$ cat config.mk
export PLATFORM = sky130hd
export DESIGN_NAME = flash_array_program_erase_seq
export DESIGN_NICKNAME = d
export VERILOG_FILES = /design/src/pkg/flash_seq_pkg.sv /design/src/verilog/flash_array_program_erase_seq.sv
export VERILOG_INCLUDE_DIRS = /design/src /design/src/pkg
export SDC_FILE = /design/constraint.sdc
export NUM_CORES = 1
export LEC_CHECK = 0
export CORE_MARGIN = 8
export CORE_UTILIZATION = 60
export CTS_CLUSTER_DIAMETER = 50
export DETAILED_ROUTE_END_ITERATION = 12
export DONT_BUFFER_PORTS = 1
export PLACE_DENSITY_LB_ADDON = 0.08
export SLEW_MARGIN = 20
export SYNTH_ARGS = -nofsm -noshare
export SYNTH_HDL_FRONTEND = slang
export SYNTH_SLANG_ARGS = --single-unit
$ cat constraint.sdc
create_clock -name clk_sys_in -period 2.3 [get_ports clk_sys_in]
set_input_delay 0 -clock clk_sys_in [delete_from_list [all_inputs] [get_ports clk_sys_in]]
set_output_delay 0 -clock clk_sys_in [all_outputs]
set_load 0.1 [all_outputs]
$ cat src/pkg/flash_seq_map.svh
// What this block and its host must do
// RULE_01 - host: selects, protect read, arming write
// RULE_02 - bulk wipe refused unless protect byte ff; checked only at the arming write, not when a later CTRL write sets bulk
// RULE_03 - host waits setup delay before pump
// RULE_04 - host bulk hold, deselect, release wait
// RULE_05 - host waits recovery before normal read
// RULE_06 - host page wipe arming sequence
// RULE_07 - host page hold then release wait
// RULE_08 - host picks longer page hold when cycling
// RULE_09 - writes outside the armed row fail
// RULE_10 - host writes only wiped bytes
// RULE_11 - write select enables address/data latching
// RULE_12 - host byte write spacing and setup
// RULE_13 - host ends row write in order
// RULE_14 - host keeps byte interval under maximum
// RULE_15 - host limits cumulative pump time per row
// RULE_16 - host runs code from another array
// RULE_17 - host keeps step order, avoids array
// RULE_18 - host disables interrupts during operations
// RULE_19 - wait mode suspends operation into standby
// RULE_20 - stop mode suspends operation into standby
// RULE_21 - standby drives all array controls inactive
// RULE_22 - pump only with select and sequence
// RULE_23 - write and wipe selects interlocked
// RULE_24 - protected address blocks pump on
// RULE_25 - state machine ignores early pump request
`ifndef FLASH_SEQ_MAP_SVH
`define FLASH_SEQ_MAP_SVH
`define CTRL_OFS 12'h000
`define PROT_OFS 12'h004
`define STAT_OFS 12'h008
`define ARR_OFS 12'h00c
`define CTRL_PUMP 3
`define CTRL_BULK 2
`define CTRL_WIPE 1
`define CTRL_WRITE 0
`define PROT_RST 8'hff
`define PROT_NONE 8'hff
`define ROW_BITS 6
// host wait counts in 4 ns bus clocks
`define SETUP_DELAY_CYC 2500
`define WRITE_SETUP_CYC 1250
`define BYTE_WRITE_CYC 7500
`define RELEASE_DELAY_CYC 1250
`define BULK_RELEASE_CYC 25000
`define READ_RECOVERY_CYC 250
// wipe hold cut short for simulation; nothing here times it
`define WIPE_HOLD_CYC 500
`endif

$ cat src/pkg/flash_seq_pkg.sv
package flash_seq_pkg;
	typedef enum logic [2:0] {
		ST_IDLE, ST_SELECTED, ST_PROT_READ, ST_ARMED, ST_PUMPING
	} seq_state_t;
	typedef struct packed {
		logic pump_on;
		logic bulk;
		logic wipe;
		logic write_sel;
	} ctrl_t;
	typedef struct packed {
		logic wr;
		logic [15:0] addr;
		logic [7:0] data;
	} array_op_t;
endpackage

$ cat src/verilog/flash_array_program_erase_seq.sv
// Implementation choices: the register offsets and the APB register port.
`timescale 1ns/1ns
`include "flash_seq_map.svh"
module flash_array_program_erase_seq (
	// clock and reset
	input wire logic clk_sys_in,
	input wire logic nrst_in,
	// apb slave
	input wire logic psel_in,
	input wire logic penable_in,
	input wire logic pwrite_in,
	input wire logic [11:0] paddr_in,
	input wire logic [31:0] pwdata_in,
	output logic [31:0] prdata_out,
	output logic pready_out,
	output logic pslverr_out,
	// low power modes
	input wire logic wait_mode_in,
	input wire logic stop_mode_in,
	// array controls
	output logic pump_out,
	output logic erase_out,
	output logic bulk_out,
	output logic program_out,
	output logic latch_en_out,
	output logic byte_wr_out,
	output logic [15:0] byte_addr_out,
	output logic [7:0] byte_data_out
);
	// ---------------------------------------------
	// state
	// ---------------------------------------------
	flash_seq_pkg::seq_state_t st_r, st_nxt;
	flash_seq_pkg::ctrl_t ctrl_r, ctrl_nxt;
	flash_seq_pkg::array_op_t op_r, op_nxt;
	logic [7:0] prot_r, prot_nxt;
	logic [15:0] arm_addr_r, arm_addr_nxt;
	logic row_fail_r, row_fail_nxt;
	logic refused_r, refused_nxt;
	logic [31:0] prdata_r, prdata_nxt;
	logic pready_r, pready_nxt;
	logic pslverr_r, pslverr_nxt;
	logic standby;
	logic wr_acc, rd_acc;
	logic [15:0] prot_start;
	logic addr_prot;
	assign standby = wait_mode_in | stop_mode_in;
	assign wr_acc = psel_in & penable_in & pwrite_in & ~pready_r;
	assign rd_acc = psel_in & penable_in & ~pwrite_in & ~pready_r;
	assign prot_start = {1'b1, prot_r, 7'h00};
	assign addr_prot = (prot_r != `PROT_NONE) && (arm_addr_r >= prot_start);
	// ---------------------------------------------
	// sequence and register logic
	// ---------------------------------------------
	always_comb begin
		logic [3:0] w;
		w = pwdata_in[3:0];
		st_nxt = st_r;
		ctrl_nxt = ctrl_r;
		op_nxt = op_r;
		op_nxt.wr = 1'b0;
		prot_nxt = prot_r;
		arm_addr_nxt = arm_addr_r;
		row_fail_nxt = row_fail_r;
		refused_nxt = refused_r;
		prdata_nxt = 32'h0000_0000;
		pready_nxt = psel_in & penable_in & ~pready_r;
		pslverr_nxt = 1'b0;
		if (wr_acc) begin
			case (paddr_in)
			`CTRL_OFS: begin
				// selects settle before the pump check; a cleared select leaves pump_on set until the pump bit is written 0
				if (w[`CTRL_WRITE] && w[`CTRL_WIPE]) begin
					refused_nxt = 1'b1; // see RULE_23
				end else begin
					if (!(w[`CTRL_WRITE] && ctrl_r.wipe))
						ctrl_nxt.write_sel = w[`CTRL_WRITE]; // see RULE_23
					if (!(w[`CTRL_WIPE] && ctrl_r.write_sel))
						ctrl_nxt.wipe = w[`CTRL_WIPE]; // see RULE_23
				end
				ctrl_nxt.bulk = w[`CTRL_BULK];
				if (!w[`CTRL_PUMP]) begin
					ctrl_nxt.pump_on = 1'b0;
				end else if (!ctrl_r.pump_on) begin
					// see RULE_22 see RULE_24 see RULE_25
					if (st_r == flash_seq_pkg::ST_ARMED && !addr_prot &&
						(ctrl_nxt.write_sel || ctrl_nxt.wipe)) begin
						ctrl_nxt.pump_on = 1'b1;
						st_nxt = flash_seq_pkg::ST_PUMPING;
					end else begin
						refused_nxt = 1'b1;
					end
				end
				if (st_r == flash_seq_pkg::ST_IDLE &&
					(w[`CTRL_WRITE] ^ w[`CTRL_WIPE]))
					st_nxt = flash_seq_pkg::ST_SELECTED;
				if (!w[`CTRL_WRITE] && !w[`CTRL_WIPE] && !w[`CTRL_PUMP])
					st_nxt = flash_seq_pkg::ST_IDLE;
			end
			`PROT_OFS: prot_nxt = pwdata_in[7:0];
			`STAT_OFS: begin
				refused_nxt = refused_r & ~pwdata_in[0];
				row_fail_nxt = row_fail_r & ~pwdata_in[1];
			end
			`ARR_OFS: begin
				if (st_r == flash_seq_pkg::ST_PROT_READ) begin
					arm_addr_nxt = pwdata_in[31:16];
					// see RULE_02
					if (ctrl_r.wipe && ctrl_r.bulk && prot_r != `PROT_NONE) begin
						refused_nxt = 1'b1;
						st_nxt = flash_seq_pkg::ST_IDLE;
					end else begin
						st_nxt = flash_seq_pkg::ST_ARMED;
					end
				end else if (st_r == flash_seq_pkg::ST_PUMPING &&
					ctrl_r.write_sel) begin
					// see RULE_09 see RULE_11
					if (pwdata_in[31:22] != arm_addr_r[15:`ROW_BITS]) begin
						row_fail_nxt = 1'b1;
					end else begin
						op_nxt.wr = 1'b1;
						op_nxt.addr = pwdata_in[31:16];
						op_nxt.data = pwdata_in[7:0];
					end
				end
			end
			default: pslverr_nxt = 1'b1;
			endcase
		end else if (rd_acc) begin
			case (paddr_in)
			`CTRL_OFS: prdata_nxt = {28'h0000000, ctrl_r};
			`PROT_OFS: begin
				prdata_nxt = {24'h000000, prot_r};
				if (st_r == flash_seq_pkg::ST_SELECTED)
					st_nxt = flash_seq_pkg::ST_PROT_READ;
			end
			`STAT_OFS: prdata_nxt = {24'h000000, 1'b0, st_r,
				standby, 1'b0, row_fail_r, refused_r};
			`ARR_OFS: prdata_nxt = {arm_addr_r, 16'h0000};
			default: pslverr_nxt = 1'b1;
			endcase
		end
	end
	always_ff @(posedge clk_sys_in or negedge nrst_in) begin
		if (!nrst_in) begin
			st_r <= flash_seq_pkg::ST_IDLE;
			ctrl_r <= '0;
			op_r <= '0;
			prot_r <= `PROT_RST;
			arm_addr_r <= 16'h0000;
			row_fail_r <= 1'b0;
			refused_r <= 1'b0;
			prdata_r <= 32'h0000_0000;
			pready_r <= 1'b0;
			pslverr_r <= 1'b0;
		end else begin
			st_r <= st_nxt;
			ctrl_r <= ctrl_nxt;
			op_r <= op_nxt;
			prot_r <= prot_nxt;
			arm_addr_r <= arm_addr_nxt;
			row_fail_r <= row_fail_nxt;
			refused_r <= refused_nxt;
			prdata_r <= prdata_nxt;
			pready_r <= pready_nxt;
			pslverr_r <= pslverr_nxt;
		end
	end
	// ---------------------------------------------
	// array drive, forced idle in standby
	// ---------------------------------------------
	logic pump_r, erase_r, bulk_r, prog_r, latch_r, bwr_r;
	logic [15:0] baddr_r;
	logic [7:0] bdata_r;
	always_ff @(posedge clk_sys_in or negedge nrst_in) begin
		if (!nrst_in) begin
			pump_r <= 1'b0;
			erase_r <= 1'b0;
			bulk_r <= 1'b0;
			prog_r <= 1'b0;
			latch_r <= 1'b0;
			bwr_r <= 1'b0;
			baddr_r <= 16'h0000;
			bdata_r <= 8'h00;
		end else begin
			// see RULE_19 see RULE_20 see RULE_21
			pump_r <= ctrl_nxt.pump_on & ~standby;
			erase_r <= ctrl_nxt.wipe & ~standby;
			bulk_r <= ctrl_nxt.wipe & ctrl_nxt.bulk & ~standby;
			prog_r <= ctrl_nxt.write_sel & ~standby;
			latch_r <= ctrl_nxt.write_sel & ~standby; // see RULE_11
			bwr_r <= op_nxt.wr & ~standby;
			baddr_r <= standby ? 16'h0000 : op_nxt.addr;
			bdata_r <= standby ? 8'h00 : op_nxt.data;
		end
	end
	assign pump_out = pump_r;
	assign erase_out = erase_r;
	assign bulk_out = bulk_r;
	assign program_out = prog_r;
	assign latch_en_out = latch_r;
	assign byte_wr_out = bwr_r;
	assign byte_addr_out = baddr_r;
	assign byte_data_out = bdata_r;
	assign prdata_out = prdata_r;
	assign pready_out = pready_r;
	assign pslverr_out = pslverr_r;
	// ---------------------------------------------
	// assertions
	// ---------------------------------------------
	a_sel_interlock: assert property ( // see RULE_23
		@(posedge clk_sys_in) disable iff (!nrst_in)
		!(ctrl_r.write_sel && ctrl_r.wipe))
		else $error("both selects set");
	a_pump_needs_sel: assert property ( // see RULE_22
		@(posedge clk_sys_in) disable iff (!nrst_in)
		$rose(ctrl_r.pump_on) |->
		$past(st_r) == flash_seq_pkg::ST_ARMED)
		else $error("pump set outside armed state");
	a_pump_early: assert property ( // see RULE_25
		@(posedge clk_sys_in) disable iff (!nrst_in)
		(wr_acc && paddr_in == `CTRL_OFS && pwdata_in[`CTRL_PUMP] &&
		st_r != flash_seq_pkg::ST_ARMED && !ctrl_r.pump_on)
		|=> !ctrl_r.pump_on)
		else $error("early pump accepted");
	a_prot_block: assert property ( // see RULE_24
		@(posedge clk_sys_in) disable iff (!nrst_in)
		(addr_prot && !ctrl_r.pump_on) |=> !ctrl_r.pump_on)
		else $error("pump on protected range");
	a_bulk_refuse: assert property ( // see RULE_02
		@(posedge clk_sys_in) disable iff (!nrst_in)
		(wr_acc && paddr_in == `ARR_OFS &&
		st_r == flash_seq_pkg::ST_PROT_READ && ctrl_r.wipe &&
		ctrl_r.bulk && prot_r != `PROT_NONE)
		|=> st_r == flash_seq_pkg::ST_IDLE && refused_r)
		else $error("bulk wipe not refused");
	a_row_fail: assert property ( // see RULE_09
		@(posedge clk_sys_in) disable iff (!nrst_in)
		(wr_acc && paddr_in == `ARR_OFS &&
		st_r == flash_seq_pkg::ST_PUMPING && ctrl_r.write_sel &&
		pwdata_in[31:22] != arm_addr_r[15:`ROW_BITS])
		|=> !byte_wr_out && row_fail_r)
		else $error("cross row write");
	a_byte_in_row: assert property ( // see RULE_09
		@(posedge clk_sys_in) disable iff (!nrst_in)
		byte_wr_out |->
		byte_addr_out[15:`ROW_BITS] == arm_addr_r[15:`ROW_BITS])
		else $error("byte outside armed row");
	a_byte_needs_pump: assert property ( // see RULE_11
		@(posedge clk_sys_in) disable iff (!nrst_in)
		byte_wr_out |-> pump_out && program_out && latch_en_out)
		else $error("byte strobe without write mode");
	a_latch_prog: assert property ( // see RULE_11
		@(posedge clk_sys_in) disable iff (!nrst_in)
		latch_en_out == program_out)
		else $error("latch enable apart from write select");
	a_bulk_with_erase: assert property (
		@(posedge clk_sys_in) disable iff (!nrst_in)
		bulk_out |-> erase_out)
		else $error("bulk line without wipe line");
	a_pump_state: assert property ( // see RULE_25
		@(posedge clk_sys_in) disable iff (!nrst_in)
		ctrl_r.pump_on |-> st_r == flash_seq_pkg::ST_PUMPING)
		else $error("pump on outside pumping state");
	a_pump_unprot: assert property ( // see RULE_24
		@(posedge clk_sys_in) disable iff (!nrst_in)
		$rose(ctrl_r.pump_on) |-> !$past(addr_prot))
		else $error("pump raised on protected address");
	a_standby_idle: assert property ( // see RULE_21
		@(posedge clk_sys_in) disable iff (!nrst_in)
		$past(standby) |->
		!pump_out && !erase_out && !program_out && !byte_wr_out)
		else $error("array active in standby");
	a_standby_quiet: assert property ( // see RULE_19 see RULE_20
		@(posedge clk_sys_in) disable iff (!nrst_in)
		$past(standby) |-> !bulk_out && !latch_en_out &&
		byte_addr_out == 16'h0000 && byte_data_out == 8'h00)
		else $error("array lines driven in standby");
	a_pready_pulse: assert property (
		@(posedge clk_sys_in) disable iff (!nrst_in)
		pready_out |=> !pready_out)
		else $error("pready longer than a cycle");
	a_ready_answer: assert property (
		@(posedge clk_sys_in) disable iff (!nrst_in)
		(psel_in && penable_in && !pready_out) |=> pready_out)
		else $error("access not answered");
	a_slverr_ready: assert property (
		@(posedge clk_sys_in) disable iff (!nrst_in)
		pslverr_out |-> pready_out)
		else $error("error without ready");
	a_refuse_sticky: assert property ( // see RULE_25
		@(posedge clk_sys_in) disable iff (!nrst_in)
		(refused_r && !(wr_acc && paddr_in == `STAT_OFS && pwdata_in[0]))
		|=> refused_r)
		else $error("refused flag lost");
	// ---------------------------------------------
	// cover points
	// ---------------------------------------------
	c_pump: cover property (@(posedge clk_sys_in) disable iff (!nrst_in)
		$rose(pump_out));
	c_byte: cover property (@(posedge clk_sys_in) disable iff (!nrst_in)
		byte_wr_out);
	c_refuse: cover property (@(posedge clk_sys_in) disable iff (!nrst_in)
		$rose(refused_r));
	c_row_fail: cover property (@(posedge clk_sys_in) disable iff (!nrst_in)
		$rose(row_fail_r));
	c_standby: cover property (@(posedge clk_sys_in) disable iff (!nrst_in)
		standby && ctrl_r.pump_on);
endmodule

==> impl_results.rst, run 1 <==
.. list-table::
   :header-rows: 1

   * - Metric
     - Value
   * - Result of the run
     - finished, violations left
   * - Violations in the final reports
     - hold timing
   * - CTS H-tree lvls
     - 3
   * - Fillers
     - 575
   * - Post-route ant nets
     - 0
   * - Worst slew margin
     - 0.362
   * - Capture point of the worst path
     - st_r[1]
   * - CP startpoint
     - prot_r[6]
   * - Final Hold Violating Endpoints
     - 112
   * - Top-Level Pins
     - 115
   * - Pin count of the biggest net entering global routing
     - 113
   * - Number of antenna violations at the first check in global routing
     - 0
   * - Endpoint of the lowest-slack register-to-register path
     - st_r[1]
   * - Final net count
     - 516
   * - Maximum root-to-sink buffer count
     - 2
   * - Worst setup skew after layout
     - 0.0179 ns
   * - Final Setup Violations
     - 0
   * - Overall via count from detail_route
     - 3152
   * - Largest area contributor in the netlist
     - sky130_fd_sc_hd__dfrtp_1
   * - Effective utilization at floorplan
     - 0.611
   * - Finished layout cell area
     - 5920 sq um
   * - Number of warnings issued by yosys
     - 0
   * - Power per unit of standard cell area
     - 585 nW/um^2
   * - Number of instances in the synthesized netlist
     - 393
   * - Die Outline Area
     - 11400 sq um
   * - Start-to-end type of the worst setup path
     - flip-flop to flip-flop
   * - Critical path capture point type
     - flip-flop
   * - Static leakage
     - 2.84 nW
   * - Count of clock tree sinks
     - 112
   * - Die Y-Extent
     - 107 um
   * - Post-route DRC violation count
     - 0
   * - Count of cell types in the netlist
     - 57
   * - Cell Area, Placed
     - 5150 sq um
   * - Clock network latency to the later pin of the worst-skew pair
     - 0.38 ns
   * - Worst path required time
     - 2.56 ns
   * - Cell types with the largest area share after synthesis
     - sky130_fd_sc_hd__dfrtp_1 53%, sky130_fd_sc_hd__mux2_4 6.1%, sky130_fd_sc_hd__and2_1 5.8%
   * - CTS buffer count
     - 9
   * - Startpoint class of the critical path
     - flip-flop
   * - Pin slew with the least headroom to its limit
     - 0.959 ns
   * - Period utilisation layout
     - 0.968
   * - Register bit total from synthesis
     - 112
   * - Average cell area after synthesis
     - 12.6 sq um
   * - Cell area after technology mapping
     - 4950 sq um
   * - Antenna Cells
     - 0
   * - Count of standard-cell rows
     - 33
   * - Clock slew at the register clock pins of the worst setup and hold paths
     - 0.12 ns
   * - Commonest cells after routing, fill and taps aside
     - 102 x sky130_fd_sc_hd__dfrtp_1, 45 x sky130_fd_sc_hd__and2_1, 43 x sky130_fd_sc_hd__dlygate4sd3_1
   * - Proportion of netlist area held by the largest area contributor
     - 0.526
   * - Via density per instance
     - 5.58
   * - Fin crit period
     - 2.23 ns
   * - Data arrival time at the worst-slack endpoint
     - 2.49 ns
   * - Area of the placeable core
     - 8090 sq um
   * - Per-cell routed wire length
     - 19.9 um
   * - Wire length of the first global-routing pass
     - 17600 um
   * - Hold_ws
     - -0.702 ns
   * - CP max FO
     - 3
   * - Width of the die
     - 107 um
   * - Worst min path class
     - primary input to async pin
   * - Total chip power
     - 3.46 mW
   * - Post-synth EDFFs
     - 0
   * - Ordered list of cells on the worst path
     - inv_1, ha_1, nand3_1, a2111o_1, a32oi_1, buf_4, o32ai_4, mux2_4
   * - Post-synthesis to final-layout area growth
     - 19.6%
   * - Clk root buf
     - sky130_fd_sc_hd__clkbuf_8
   * - Layout cells sized above 1
     - 0.254
   * - Peak Freq
     - 0.449 GHz
   * - Port-buffer cells
     - 0
   * - Startpoint of the worst-slack reg-to-reg timing path
     - prot_r[6]
   * - Final Max Slew Viols
     - 0
   * - Flop2flop setup slack
     - 0.07 ns
   * - Reported max-cap violation count
     - 0
   * - CP max stage delay
     - 0.55 ns
   * - Worst Reg2Reg Path Length in Cells
     - 8
   * - Cell with the biggest individual delay on the critical path
     - sky130_fd_sc_hd__dfstp_2
   * - Number of global-route vias before repair
     - 3296
   * - Final RePlAce weighted congestion
     - 0.856
   * - Worst vdd ir
     - 0.372 mV
   * - Register area share after synthesis
     - 0.569
   * - Overall routing resource usage
     - 0.199
   * - Most common library cell in the layout ignoring fill and taps
     - sky130_fd_sc_hd__dfrtp_1
   * - Clock tree from TritonCTS
     - yes
   * - Post-DP HPWL
     - 7600 um
   * - Total routed wirelength
     - 11200 um
   * - Grt ovf
     - 0
   * - Most instantiated flip-flop cell in the synthesis netlist
     - sky130_fd_sc_hd__dfrtp_1
   * - Share of flip-flops with an asynchronous set or reset
     - 1.00
   * - Iteration count of the initial detailed-routing pass
     - 4
   * - First DRT Iteration DRCs
     - 150
metrics by stage:
stage	TNS, ns	setup slack [ns]	instances	util	hold WS [ns]
after floorplan	0	0.0385	400	-	-0.296
after global placement	0	0.0714	504	0.636	-0.292
after global routing	-0.0114	-0.0114	565	0.731	-0.722
after detailed placement	-0.0103	-0.00841	504	0.636	-0.292
after CTS	0	0.0185	561	0.716	-0.712
final	0	0.0730	565	0.731	-0.702
cell usage after synthesis (all sizes together), types with 4 or more instances:
| cell | n |
|---|---|
| dfstp | 8 |
| buf | 14 |
| nor2 | 22 |
| and2 | 46 |
| clkbuf | 11 |
| nand3 | 5 |
| nand2b | 5 |
| a21oi | 10 |
| nor3 | 6 |
| nor4 | 7 |
| inv | 13 |
| mux2i | 4 |
| o21ai | 10 |
| nand4 | 5 |
| mux2 | 44 |
| ha | 10 |
| xnor2 | 8 |
| nand2 | 18 |
| dfrtp | 104 |
cells by family after synthesis:
kind of cell	Yosys count	share of synthesized area
mux	48	0.123
buf+inv	38	0.0440
xor+xnor	10	0.0177
compound gates	40	0.0557
simple gates	134	0.164
flops	112	0.569
other cells	1	0.000758
fa+ha+maj	10	0.0253
power breakdown:
part	switching, mW	internal, mW
sequential	0.00906	1.97
combinational	0.132	0.0787
clock	0.704	0.563
total	0.846	2.61
critical path, delay by kind of cell, from the launching register on:
family / cells / cell delay, ns
compound gates: 3 / 0.64
fa+ha+maj: 1 / 0.29
buf+inv: 2 / 0.22
flops: 1 / 0.55
mux: 1 / 0.32
simple gates: 1 / 0.11
sequential cells by signal, summed over array words and instances (netlist names), 3 cells and up:
| name | count |
|---|---|
| prdata_out | 24 |
| byte_addr_out | 16 |
| ctrl_r | 4 |
| prot_r | 8 |
| byte_data_out | 8 |
| arm_addr_r | 16 |
| st_r | 3 |
| op_r | 24 |
final cells by class:
cell class                 instances  area (sq um)  area share
tap                              105           131      0.0222
sequential                       112          2820       0.476
clock buffer                      10           138      0.0233
clock inverter                     6          83.8      0.0142
multi-input combinational        250          2050       0.346
inverter                          13          48.8     0.00825
timing repair buffer              69           651       0.110
worst min path at each step:
stage | end | from | slack (ns) | cells after the start
after floorplan | arm_addr_r[0] | nrst_in | -0.30 | 0
after global placement | byte_addr_out[14] | nrst_in | -0.29 | 0
after detailed placement | byte_addr_out[12] | nrst_in | -0.29 | 0
after CTS | byte_addr_out[9] | nrst_in | -0.71 | 0
after global routing | byte_addr_out[14] | nrst_in | -0.72 | 0
final | byte_addr_out[12] | nrst_in | -0.70 | 0
routing by layer:
metal,GRT usage,wire length [um]
met1,0.253,4900
met2,0.320,5310
met3,0.0498,812
met4,0.0764,200
met5,0,0
repair_timing:
| action | CTS | global route |
|---|---|---|
| hold buffers | 41 | 2 |
| gates resized for setup | 2 | 12 |
| endpoints found under the hold margin | 205 | 113 |
| endpoints found under the setup margin | 2 | 26 |
| pin swaps | 0 | 5 |
| buffers inserted | 0 | 2 |
Note: power is estimated with default switching activity, not from simulation.
==> inputs of run 2 (changes only) <==
--- a/config.mk
+++ b/config.mk
@@ -6,8 +6,10 @@
 export SDC_FILE = /design/constraint.sdc
 export NUM_CORES = 1
 export LEC_CHECK = 0
+export CELL_PAD_IN_SITES_DETAIL_PLACEMENT = 0
+export CELL_PAD_IN_SITES_GLOBAL_PLACEMENT = 1
 export CORE_MARGIN = 8
-export CORE_UTILIZATION = 60
+export CORE_UTILIZATION = 50
 export CTS_CLUSTER_DIAMETER = 50
 export DETAILED_ROUTE_END_ITERATION = 12
 export DONT_BUFFER_PORTS = 1
==> impl_results.rst, run 2 (synthesized netlist as in run 1, its figures left out) <==
.. list-table::
   :header-rows: 1

   * - Metric
     - Value
   * - Startpoint of the worst-slack reg-to-reg timing path
     - arm_addr_r[7] (was prot_r[6])
   * - Cell Area, Placed
     - 5170 sq um (was 5150 sq um)
   * - Finished layout cell area
     - 5840 sq um (was 5920 sq um)
   * - Top-Level Pins
     - 115 (unchanged)
   * - Post-route DRC violation count
     - 0 (unchanged)
   * - Width of the die
     - 115 um (was 107 um)
   * - Total chip power
     - 3.28 mW (was 3.46 mW)
   * - Endpoint of the lowest-slack register-to-register path
     - st_r[1] (unchanged)
   * - Iteration count of the initial detailed-routing pass
     - 4 (unchanged)
   * - Number of buffers added for setup after CTS
     - 0 (unchanged)
   * - CP max FO
     - 3 (unchanged)
   * - Sum of negative setup slack
     - 0 ns (unchanged)
   * - Cell with the biggest individual delay on the critical path
     - sky130_fd_sc_hd__a2111o_1 (was sky130_fd_sc_hd__dfstp_2)
   * - Power per unit of standard cell area
     - 561 nW/um^2 (was 585 nW/um^2)
   * - Die Outline Area
     - 13300 sq um (was 11400 sq um)
   * - Most common library cell in the layout ignoring fill and taps
     - sky130_fd_sc_hd__dfrtp_1 (unchanged)
   * - Pin count of the biggest net entering global routing
     - 113 (unchanged)
   * - Count of clock tree sinks
     - 112 (unchanged)
   * - CP max stage delay
     - 0.39 ns (was 0.55 ns)
   * - Reported max-cap violation count
     - 0 (unchanged)
   * - Ordered list of cells on the worst path
     - inv_2, ha_1, nor4b_2, nand2_1, a2111o_1, a32oi_1, buf_4, o32ai_4, mux2_4 (was inv_1, ha_1, nand3_1, a2111o_1, a32oi_1, buf_4, o32ai_4, mux2_4)
   * - Start-to-end type of the worst setup path
     - flip-flop to flip-flop (unchanged)
   * - Internal
     - 2.47 mW (was 2.61 mW)
   * - Port-buffer cells
     - 0 (unchanged)
   * - Flop2flop setup slack
     - 0.02 ns (was 0.07 ns)
   * - Final Hold Violating Endpoints
     - 112 (unchanged)
   * - Overall via count from detail_route
     - 3115 (was 3152)
   * - Per-cell routed wire length
     - 19.7 um (was 19.9 um)
   * - RSZ-0062 raised after global routing
     - true
   * - First DRT Iteration DRCs
     - 195 (was 150)
   * - Pin slew with the least headroom to its limit
     - 0.955 ns (was 0.959 ns)
   * - CTS H-tree lvls
     - 3 (unchanged)
   * - Clock tree from TritonCTS
     - yes (unchanged)
   * - Final net count
     - 508 (was 516)
   * - CP startpoint
     - arm_addr_r[7] (was prot_r[6])
   * - Violations in the final reports
     - hold timing (unchanged)
   * - Worst Reg2Reg Path Length in Cells
     - 9 (was 8)
   * - Fin crit period
     - 2.28 ns (was 2.23 ns)
   * - Data arrival time at the worst-slack endpoint
     - 2.53 ns (was 2.49 ns)
   * - Final RePlAce weighted congestion
     - 0.805 (was 0.856)
   * - Final Setup Violations
     - 0 (unchanged)
   * - Result of the run
     - finished, violations left (unchanged)
   * - Static leakage
     - 2.78 nW (was 2.84 nW)
   * - Clock slew at the register clock pins of the worst setup and hold paths
     - 0.11 ns (was 0.12 ns)
   * - Count of standard-cell rows
     - 36 (was 33)
   * - Peak Freq
     - 0.439 GHz (was 0.449 GHz)
   * - Post-synthesis to final-layout area growth
     - 18.0% (was 19.6%)
   * - Worst path required time
     - 2.55 ns (was 2.56 ns)
   * - Period utilisation layout
     - 0.991 (was 0.968)
   * - Hold_ws
     - -0.687 ns (was -0.702 ns)
   * - Post-DP HPWL
     - 7650 um (was 7600 um)
   * - Startpoint class of the critical path
     - flip-flop (unchanged)
   * - Total routed wirelength
     - 11500 um (was 11200 um)
   * - Area of the placeable core
     - 9680 sq um (was 8090 sq um)
   * - Number of hold buffers added after CTS
     - 39 (was 41)
   * - Layout cells sized above 1
     - 0.254 (about the same)
   * - Via density per instance
     - 5.32 (was 5.58)
   * - Final Max Slew Viols
     - 0 (unchanged)
   * - Maximum root-to-sink buffer count
     - 2 (unchanged)
   * - Number of global-route vias before repair
     - 3268 (was 3296)
   * - Die Y-Extent
     - 115 um (was 107 um)
   * - Reported net switching power
     - 802 uW (was 846 uW)
   * - Effective utilization at floorplan
     - 0.511 (was 0.611)
   * - Post-route ant nets
     - 0 (unchanged)
   * - Fillers
     - 807 (was 575)
   * - Grt ovf
     - 0 (unchanged)
   * - Clk root buf
     - sky130_fd_sc_hd__clkbuf_8 (unchanged)
   * - Part of the total power dissipated in combinational logic
     - 0.063 (was 0.061)
   * - Antenna Cells
     - 0 (unchanged)
   * - Wire length of the first global-routing pass
     - 18600 um (was 17600 um)
   * - Worst setup skew after layout
     - 0.0169 ns (was 0.0179 ns)
   * - Overall routing resource usage
     - 0.182 (was 0.199)
   * - Worst slew margin
     - 0.365 (was 0.362)
   * - Clock network latency to the later pin of the worst-skew pair
     - 0.37 ns (was 0.38 ns)
   * - Sequential share of power
     - 0.605 (was 0.573)
   * - Critical path capture point type
     - flip-flop (unchanged)
   * - Worst vdd ir
     - 0.360 mV (was 0.372 mV)
   * - Number of antenna violations at the first check in global routing
     - 0 (unchanged)
   * - CTS buffer count
     - 9 (unchanged)
   * - Commonest cells after routing, fill and taps aside
     - 102 x sky130_fd_sc_hd__dfrtp_1, 45 x sky130_fd_sc_hd__and2_1, 39 x sky130_fd_sc_hd__dlygate4sd3_1 (was 102 x sky130_fd_sc_hd__dfrtp_1, 45 x sky130_fd_sc_hd__and2_1, 43 x sky130_fd_sc_hd__dlygate4sd3_1)
   * - Worst min path class
     - primary input to async pin (unchanged)
   * - Switching share of power
     - 0.245 (was 0.244)
   * - Clk pwr share
     - 0.333 (was 0.366)
## run 2: changes by cell type in the layout (fill, tap and decap cells not counted), sizes merged
cell	previous run	this run
clkinv	1	4
clkinvlp	0	1
buf	26	22
inv	17	14
dlygate4sd3	43	39
bufinv	1	0
## run 2: worst max path at each step
stage                             end  slack, ns  cells past startpoint
finish                        st_r[1]       0.02                      9
global route                  st_r[0]      -0.05                      9
CTS                           st_r[1]      0.005                      9
detailed placement   byte_data_out[7]      -0.13                      8
global placement     byte_data_out[7]       -0.1                      8
floorplan           byte_addr_out[10]       0.04                      7
## run 2: metal layers
layer,vias up,track usage,part of all wire
met1,1565,0.247,0.45
met3,11,0.0490,0.075
met5,-,0,0
li1,1449,-,-
met4,0,0.0613,0.012
met2,90,0.278,0.47
## run 2: power groups by stage
stage | sequential, mW | combinational, mW | clock, mW
after detailed placement | 2.02 | 0.132 | 0
final | 1.98 | 0.206 | 1.09
after floorplan | 2.03 | 0.123 | 0
after CTS | 1.98 | 0.204 | 1.13
after global placement | 2.02 | 0.132 | 0
after global routing | 1.98 | 0.218 | 1.21
## run 2: stage by stage
step	setup slack [ns]	util	hold WS (ns)	std cells
2_1_floorplan	0.0385	-	-0.296	400
3_3_place_gp	-0.0968	0.533	-0.292	530
3_5_place_dp	-0.128	0.533	-0.292	530
4_1_cts	0.00456	0.596	-0.710	585
5_1_grt	-0.0535	0.603	-0.725	585
6_report	0.0202	0.603	-0.687	585
## run 2: final cells by class
cell class / instances / area (sq um) / area share
Timing Repair Buffer: 61 / 581 / 0.0995
Clock buffer: 10 / 138 / 0.0236
Clock inverter: 6 / 42.5 / 0.00729
Sequential cell: 112 / 2820 / 0.482
Inverter: 13 / 48.8 / 0.00836
Multi-Input combinational cell: 250 / 2050 / 0.350
Tap cell: 133 / 166 / 0.0285
## run 2: what timing repair did
action	in CTS	in global routing
hold endpoints to repair	205	112
gates resized for setup	4	13
endpoints found under the setup margin	26	8
pin swaps	0	4
## run 2: worst max-delay path: cells and delay by family (launching register included)
kind	cells	cell delay [ns]
adders and majority gates	1	0.26
muxes	1	0.32
AOI/OAI and AO/OA	3	0.71
DFF	1	0.38
and+or+nand+nor	2	0.28
buffers and inverters	2	0.23
==> inputs of run 3 (changes only) <==
--- a/config.mk
+++ b/config.mk
@@ -8,7 +8,6 @@
 export LEC_CHECK = 0
 export CELL_PAD_IN_SITES_DETAIL_PLACEMENT = 0
 export CELL_PAD_IN_SITES_GLOBAL_PLACEMENT = 1
-export CORE_MARGIN = 8
 export CORE_UTILIZATION = 50
 export CTS_CLUSTER_DIAMETER = 50
 export DETAILED_ROUTE_END_ITERATION = 12
==> constraint.sdc (replaced) <==
create_clock -name clk_sys_in -period 2.41 [get_ports clk_sys_in]
set_input_delay 0 -clock clk_sys_in [delete_from_list [all_inputs] [get_ports clk_sys_in]]
set_output_delay 0 -clock clk_sys_in [all_outputs]
set_load 0.1 [all_outputs]
==> impl_results.rst, run 3 (synthesized netlist as in run 1, its figures left out) <==
.. list-table::
   :header-rows: 1

   * - Metric
     - Value
   * - Switching share of power
     - 0.251 (was 0.245)
   * - Static leakage
     - 2.78 nW (about the same)
   * - Total routed wirelength
     - 11000 um (was 11500 um)
   * - Worst slew margin
     - 0.363 (was 0.365)
   * - Endpoint of the lowest-slack register-to-register path
     - st_r[1] (unchanged)
   * - Effective utilization at floorplan
     - 0.525 (was 0.511)
   * - Reported max-cap violation count
     - 0 (unchanged)
   * - Via density per instance
     - 5.36 (was 5.32)
   * - CTS buffer count
     - 9 (unchanged)
   * - CTS H-tree lvls
     - 3 (unchanged)
   * - Die Outline Area
     - 10300 sq um (was 13300 sq um)
   * - Most common library cell in the layout ignoring fill and taps
     - sky130_fd_sc_hd__dfrtp_1 (unchanged)
   * - Worst Reg2Reg Path Length in Cells
     - 9 (unchanged)
   * - Count of standard-cell rows
     - 35 (was 36)
   * - Worst min path class
     - primary input to async pin (unchanged)
   * - Area of the placeable core
     - 9420 sq um (was 9680 sq um)
   * - Post-route ant nets
     - 0 (unchanged)
   * - Worst setup skew after layout
     - 0.00902 ns (was 0.0169 ns)
   * - Fin crit period
     - 2.35 ns
   * - Final Hold Violating Endpoints
     - 112 (unchanged)
   * - Maximum root-to-sink buffer count
     - 2 (unchanged)
   * - Port-buffer cells
     - 0 (unchanged)
   * - Sequential share of power
     - 0.605 (about the same)
   * - Clk pwr share
     - 0.333 (about the same)
   * - Post-synthesis to final-layout area growth
     - 16.1% (was 18.0%)
   * - Final core utilization
     - 0.610 (was 0.603)
   * - Die Y-Extent
     - 101 um (was 115 um)
   * - Clock tree from TritonCTS
     - yes (unchanged)
   * - Number of buffers added for setup after CTS
     - 0 (unchanged)
   * - Number of antenna violations at the first check in global routing
     - 0 (unchanged)
   * - Ordered list of cells on the worst path
     - dlygate4sd3_1, nand2_1, dlygate4sd3_1, or2_2, or3_4, nor3_1, dlygate4sd3_1 (was inv_2, ha_1, nor4b_2, nand2_1, a2111o_1, a32oi_1, buf_4, o32ai_4, mux2_4)
   * - CP max stage delay
     - 0.56 ns (was 0.39 ns)
   * - Period utilisation layout
     - 0.975
   * - Clock network latency to the later pin of the worst-skew pair
     - 0.37 ns (about the same)
   * - Overall via count from detail_route
     - 3101 (was 3115)
   * - Overall routing resource usage
     - 0.231 (was 0.182)
   * - Width of the die
     - 101 um (was 115 um)
   * - RSZ-0062 raised after global routing
     - false (was true)
   * - Most frequent cell on the critical path
     - sky130_fd_sc_hd__dlygate4sd3_1
   * - Reported net switching power
     - 785 uW (was 802 uW)
   * - Startpoint of the worst-slack reg-to-reg timing path
     - prot_r[7] (was arm_addr_r[7])
   * - Number of global-route vias before repair
     - 3171 (was 3268)
   * - Per-cell routed wire length
     - 19.1 um (was 19.7 um)
   * - Power per unit of standard cell area
     - 544 nW/um^2 (was 561 nW/um^2)
   * - Hold_ws
     - -0.689 ns (was -0.687 ns)
   * - Part of the total power dissipated in combinational logic
     - 0.063 (about the same)
   * - Wire length of the first global-routing pass
     - 17500 um (was 18600 um)
   * - Startpoint class of the critical path
     - primary input (was flip-flop)
   * - Worst path required time
     - 2.73 ns (was 2.55 ns)
   * - Worst vdd ir
     - 0.358 mV (was 0.360 mV)
   * - Sum of negative setup slack
     - 0 ns (unchanged)
   * - Top-Level Pins
     - 115 (unchanged)
   * - Final Max Slew Viols
     - 0 (unchanged)
   * - CP max FO
     - 7 (was 3)
   * - Final RePlAce weighted congestion
     - 0.856 (was 0.805)
   * - Fillers
     - 776 (was 807)
   * - Antenna Cells
     - 0 (unchanged)
   * - Clk root buf
     - sky130_fd_sc_hd__clkbuf_8 (unchanged)
   * - Internal
     - 2.34 mW (was 2.47 mW)
   * - Grt ovf
     - 0 (unchanged)
   * - First DRT Iteration DRCs
     - 104 (was 195)
   * - Post-route DRC violation count
     - 0 (unchanged)
   * - Critical path capture point type
     - flip-flop (unchanged)
   * - Commonest cells after routing, fill and taps aside
     - 102 x sky130_fd_sc_hd__dfrtp_1, 45 x sky130_fd_sc_hd__and2_1, 40 x sky130_fd_sc_hd__dlygate4sd3_1 (was 102 x sky130_fd_sc_hd__dfrtp_1, 45 x sky130_fd_sc_hd__and2_1, 39 x sky130_fd_sc_hd__dlygate4sd3_1)
   * - Result of the run
     - finished, violations left (unchanged)
   * - Final Setup Violations
     - 0 (unchanged)
   * - Pin count of the biggest net entering global routing
     - 113 (unchanged)
   * - Number of hold buffers added after CTS
     - 40 (was 39)
   * - Cell with the biggest individual delay on the critical path
     - sky130_fd_sc_hd__dlygate4sd3_1 (was sky130_fd_sc_hd__a2111o_1)
   * - Start-to-end type of the worst setup path
     - primary input to flip-flop (was flip-flop to flip-flop)
   * - Final net count
     - 506 (was 508)
   * - Layout cells sized above 1
     - 0.227 (was 0.254)
   * - Iteration count of the initial detailed-routing pass
     - 4 (unchanged)
   * - Count of clock tree sinks
     - 112 (unchanged)
   * - Pin slew with the least headroom to its limit
     - 0.958 ns (was 0.955 ns)
   * - Violations in the final reports
     - hold timing (unchanged)
   * - Flop2flop setup slack
     - 0.12 ns (was 0.02 ns)
   * - Data arrival time at the worst-slack endpoint
     - 2.66 ns (was 2.53 ns)
   * - Clock slew at the register clock pins of the worst setup and hold paths
     - 0.11 ns (about the same)
   * - Post-DP HPWL
     - 7170 um (was 7650 um)
   * - Peak Freq
     - 0.426 GHz
## run 3: repair_timing
action | 4_1_cts | 5_1_grt
endpoints found under the hold margin | 206 | 112
resized for setup | 0 | 4
endpoints found under the setup margin | 0 | 3
## run 3: worst max-delay path by stage
stage	start	depth (start not counted)	slack [ns]	end
after detailed placement	prot_r[7]	9	0.06	st_r[0]
after floorplan	pready_out	7	0.15	byte_addr_out[10]
after global routing	arm_addr_r[0]	8	0.006	st_r[0]
final	penable_in	7	0.06	prdata_out[2]
after CTS	penable_in	7	0.02	prdata_out[2]
after global placement	prot_r[7]	9	0.13	st_r[0]
## run 3: power by group through the flow
stage | Clock [mW] | Combinational (mW) | Sequential (mW)
after CTS | 1.09 | 0.195 | 1.89
final | 1.04 | 0.196 | 1.89
after global placement | 0 | 0.127 | 1.93
after floorplan | 0 | 0.117 | 1.93
after global routing | 1.14 | 0.208 | 1.89
after detailed placement | 0 | 0.128 | 1.93
## run 3: layer usage
metal / GRT usage / vias to the layer above / routed length (um) / share of wire
li1: - / 1441 / - / -
met1: 0.319 / 1548 / 5080 / 0.46
met2: 0.358 / 95 / 5130 / 0.46
met3: 0.0580 / 17 / 645 / 0.058
met4: 0.0758 / 0 / 181 / 0.016
met5: 0 / - / 0 / 0
## run 3: layout make-up
| cell class | count | area (sq um) | share of cell area |
|---|---|---|---|
| timing repair buffer | 59 | 568 | 0.0990 |
| sequential | 112 | 2820 | 0.490 |
| clock inverter | 7 | 50.0 | 0.00872 |
| clock buffer | 9 | 124 | 0.0216 |
| inverter | 13 | 48.8 | 0.00850 |
| tap | 129 | 161 | 0.0281 |
| multi-input combinational | 250 | 1970 | 0.344 |
## run 3: through the flow
stage | power [mW] | hold WS, ns | setup WS (ns) | instance area, sq um | instances
finish | 3.12 | -0.689 | 0.0612 | 5740 | 579
global route | 3.24 | -0.711 | 0.00569 | 5740 | 579
CTS | 3.17 | -0.714 | 0.0163 | 5710 | 579
detailed placement | 2.05 | -0.293 | 0.0649 | 5140 | 523
global placement | 2.05 | -0.293 | 0.127 | 5140 | 523
floorplan | 2.05 | -0.296 | 0.148 | 4970 | 400
## run 3: worst max-delay path, delay by kind of cell
kind	cells	cell delay, ns
buf+inv	3	1.65
simple gates	4	1.01
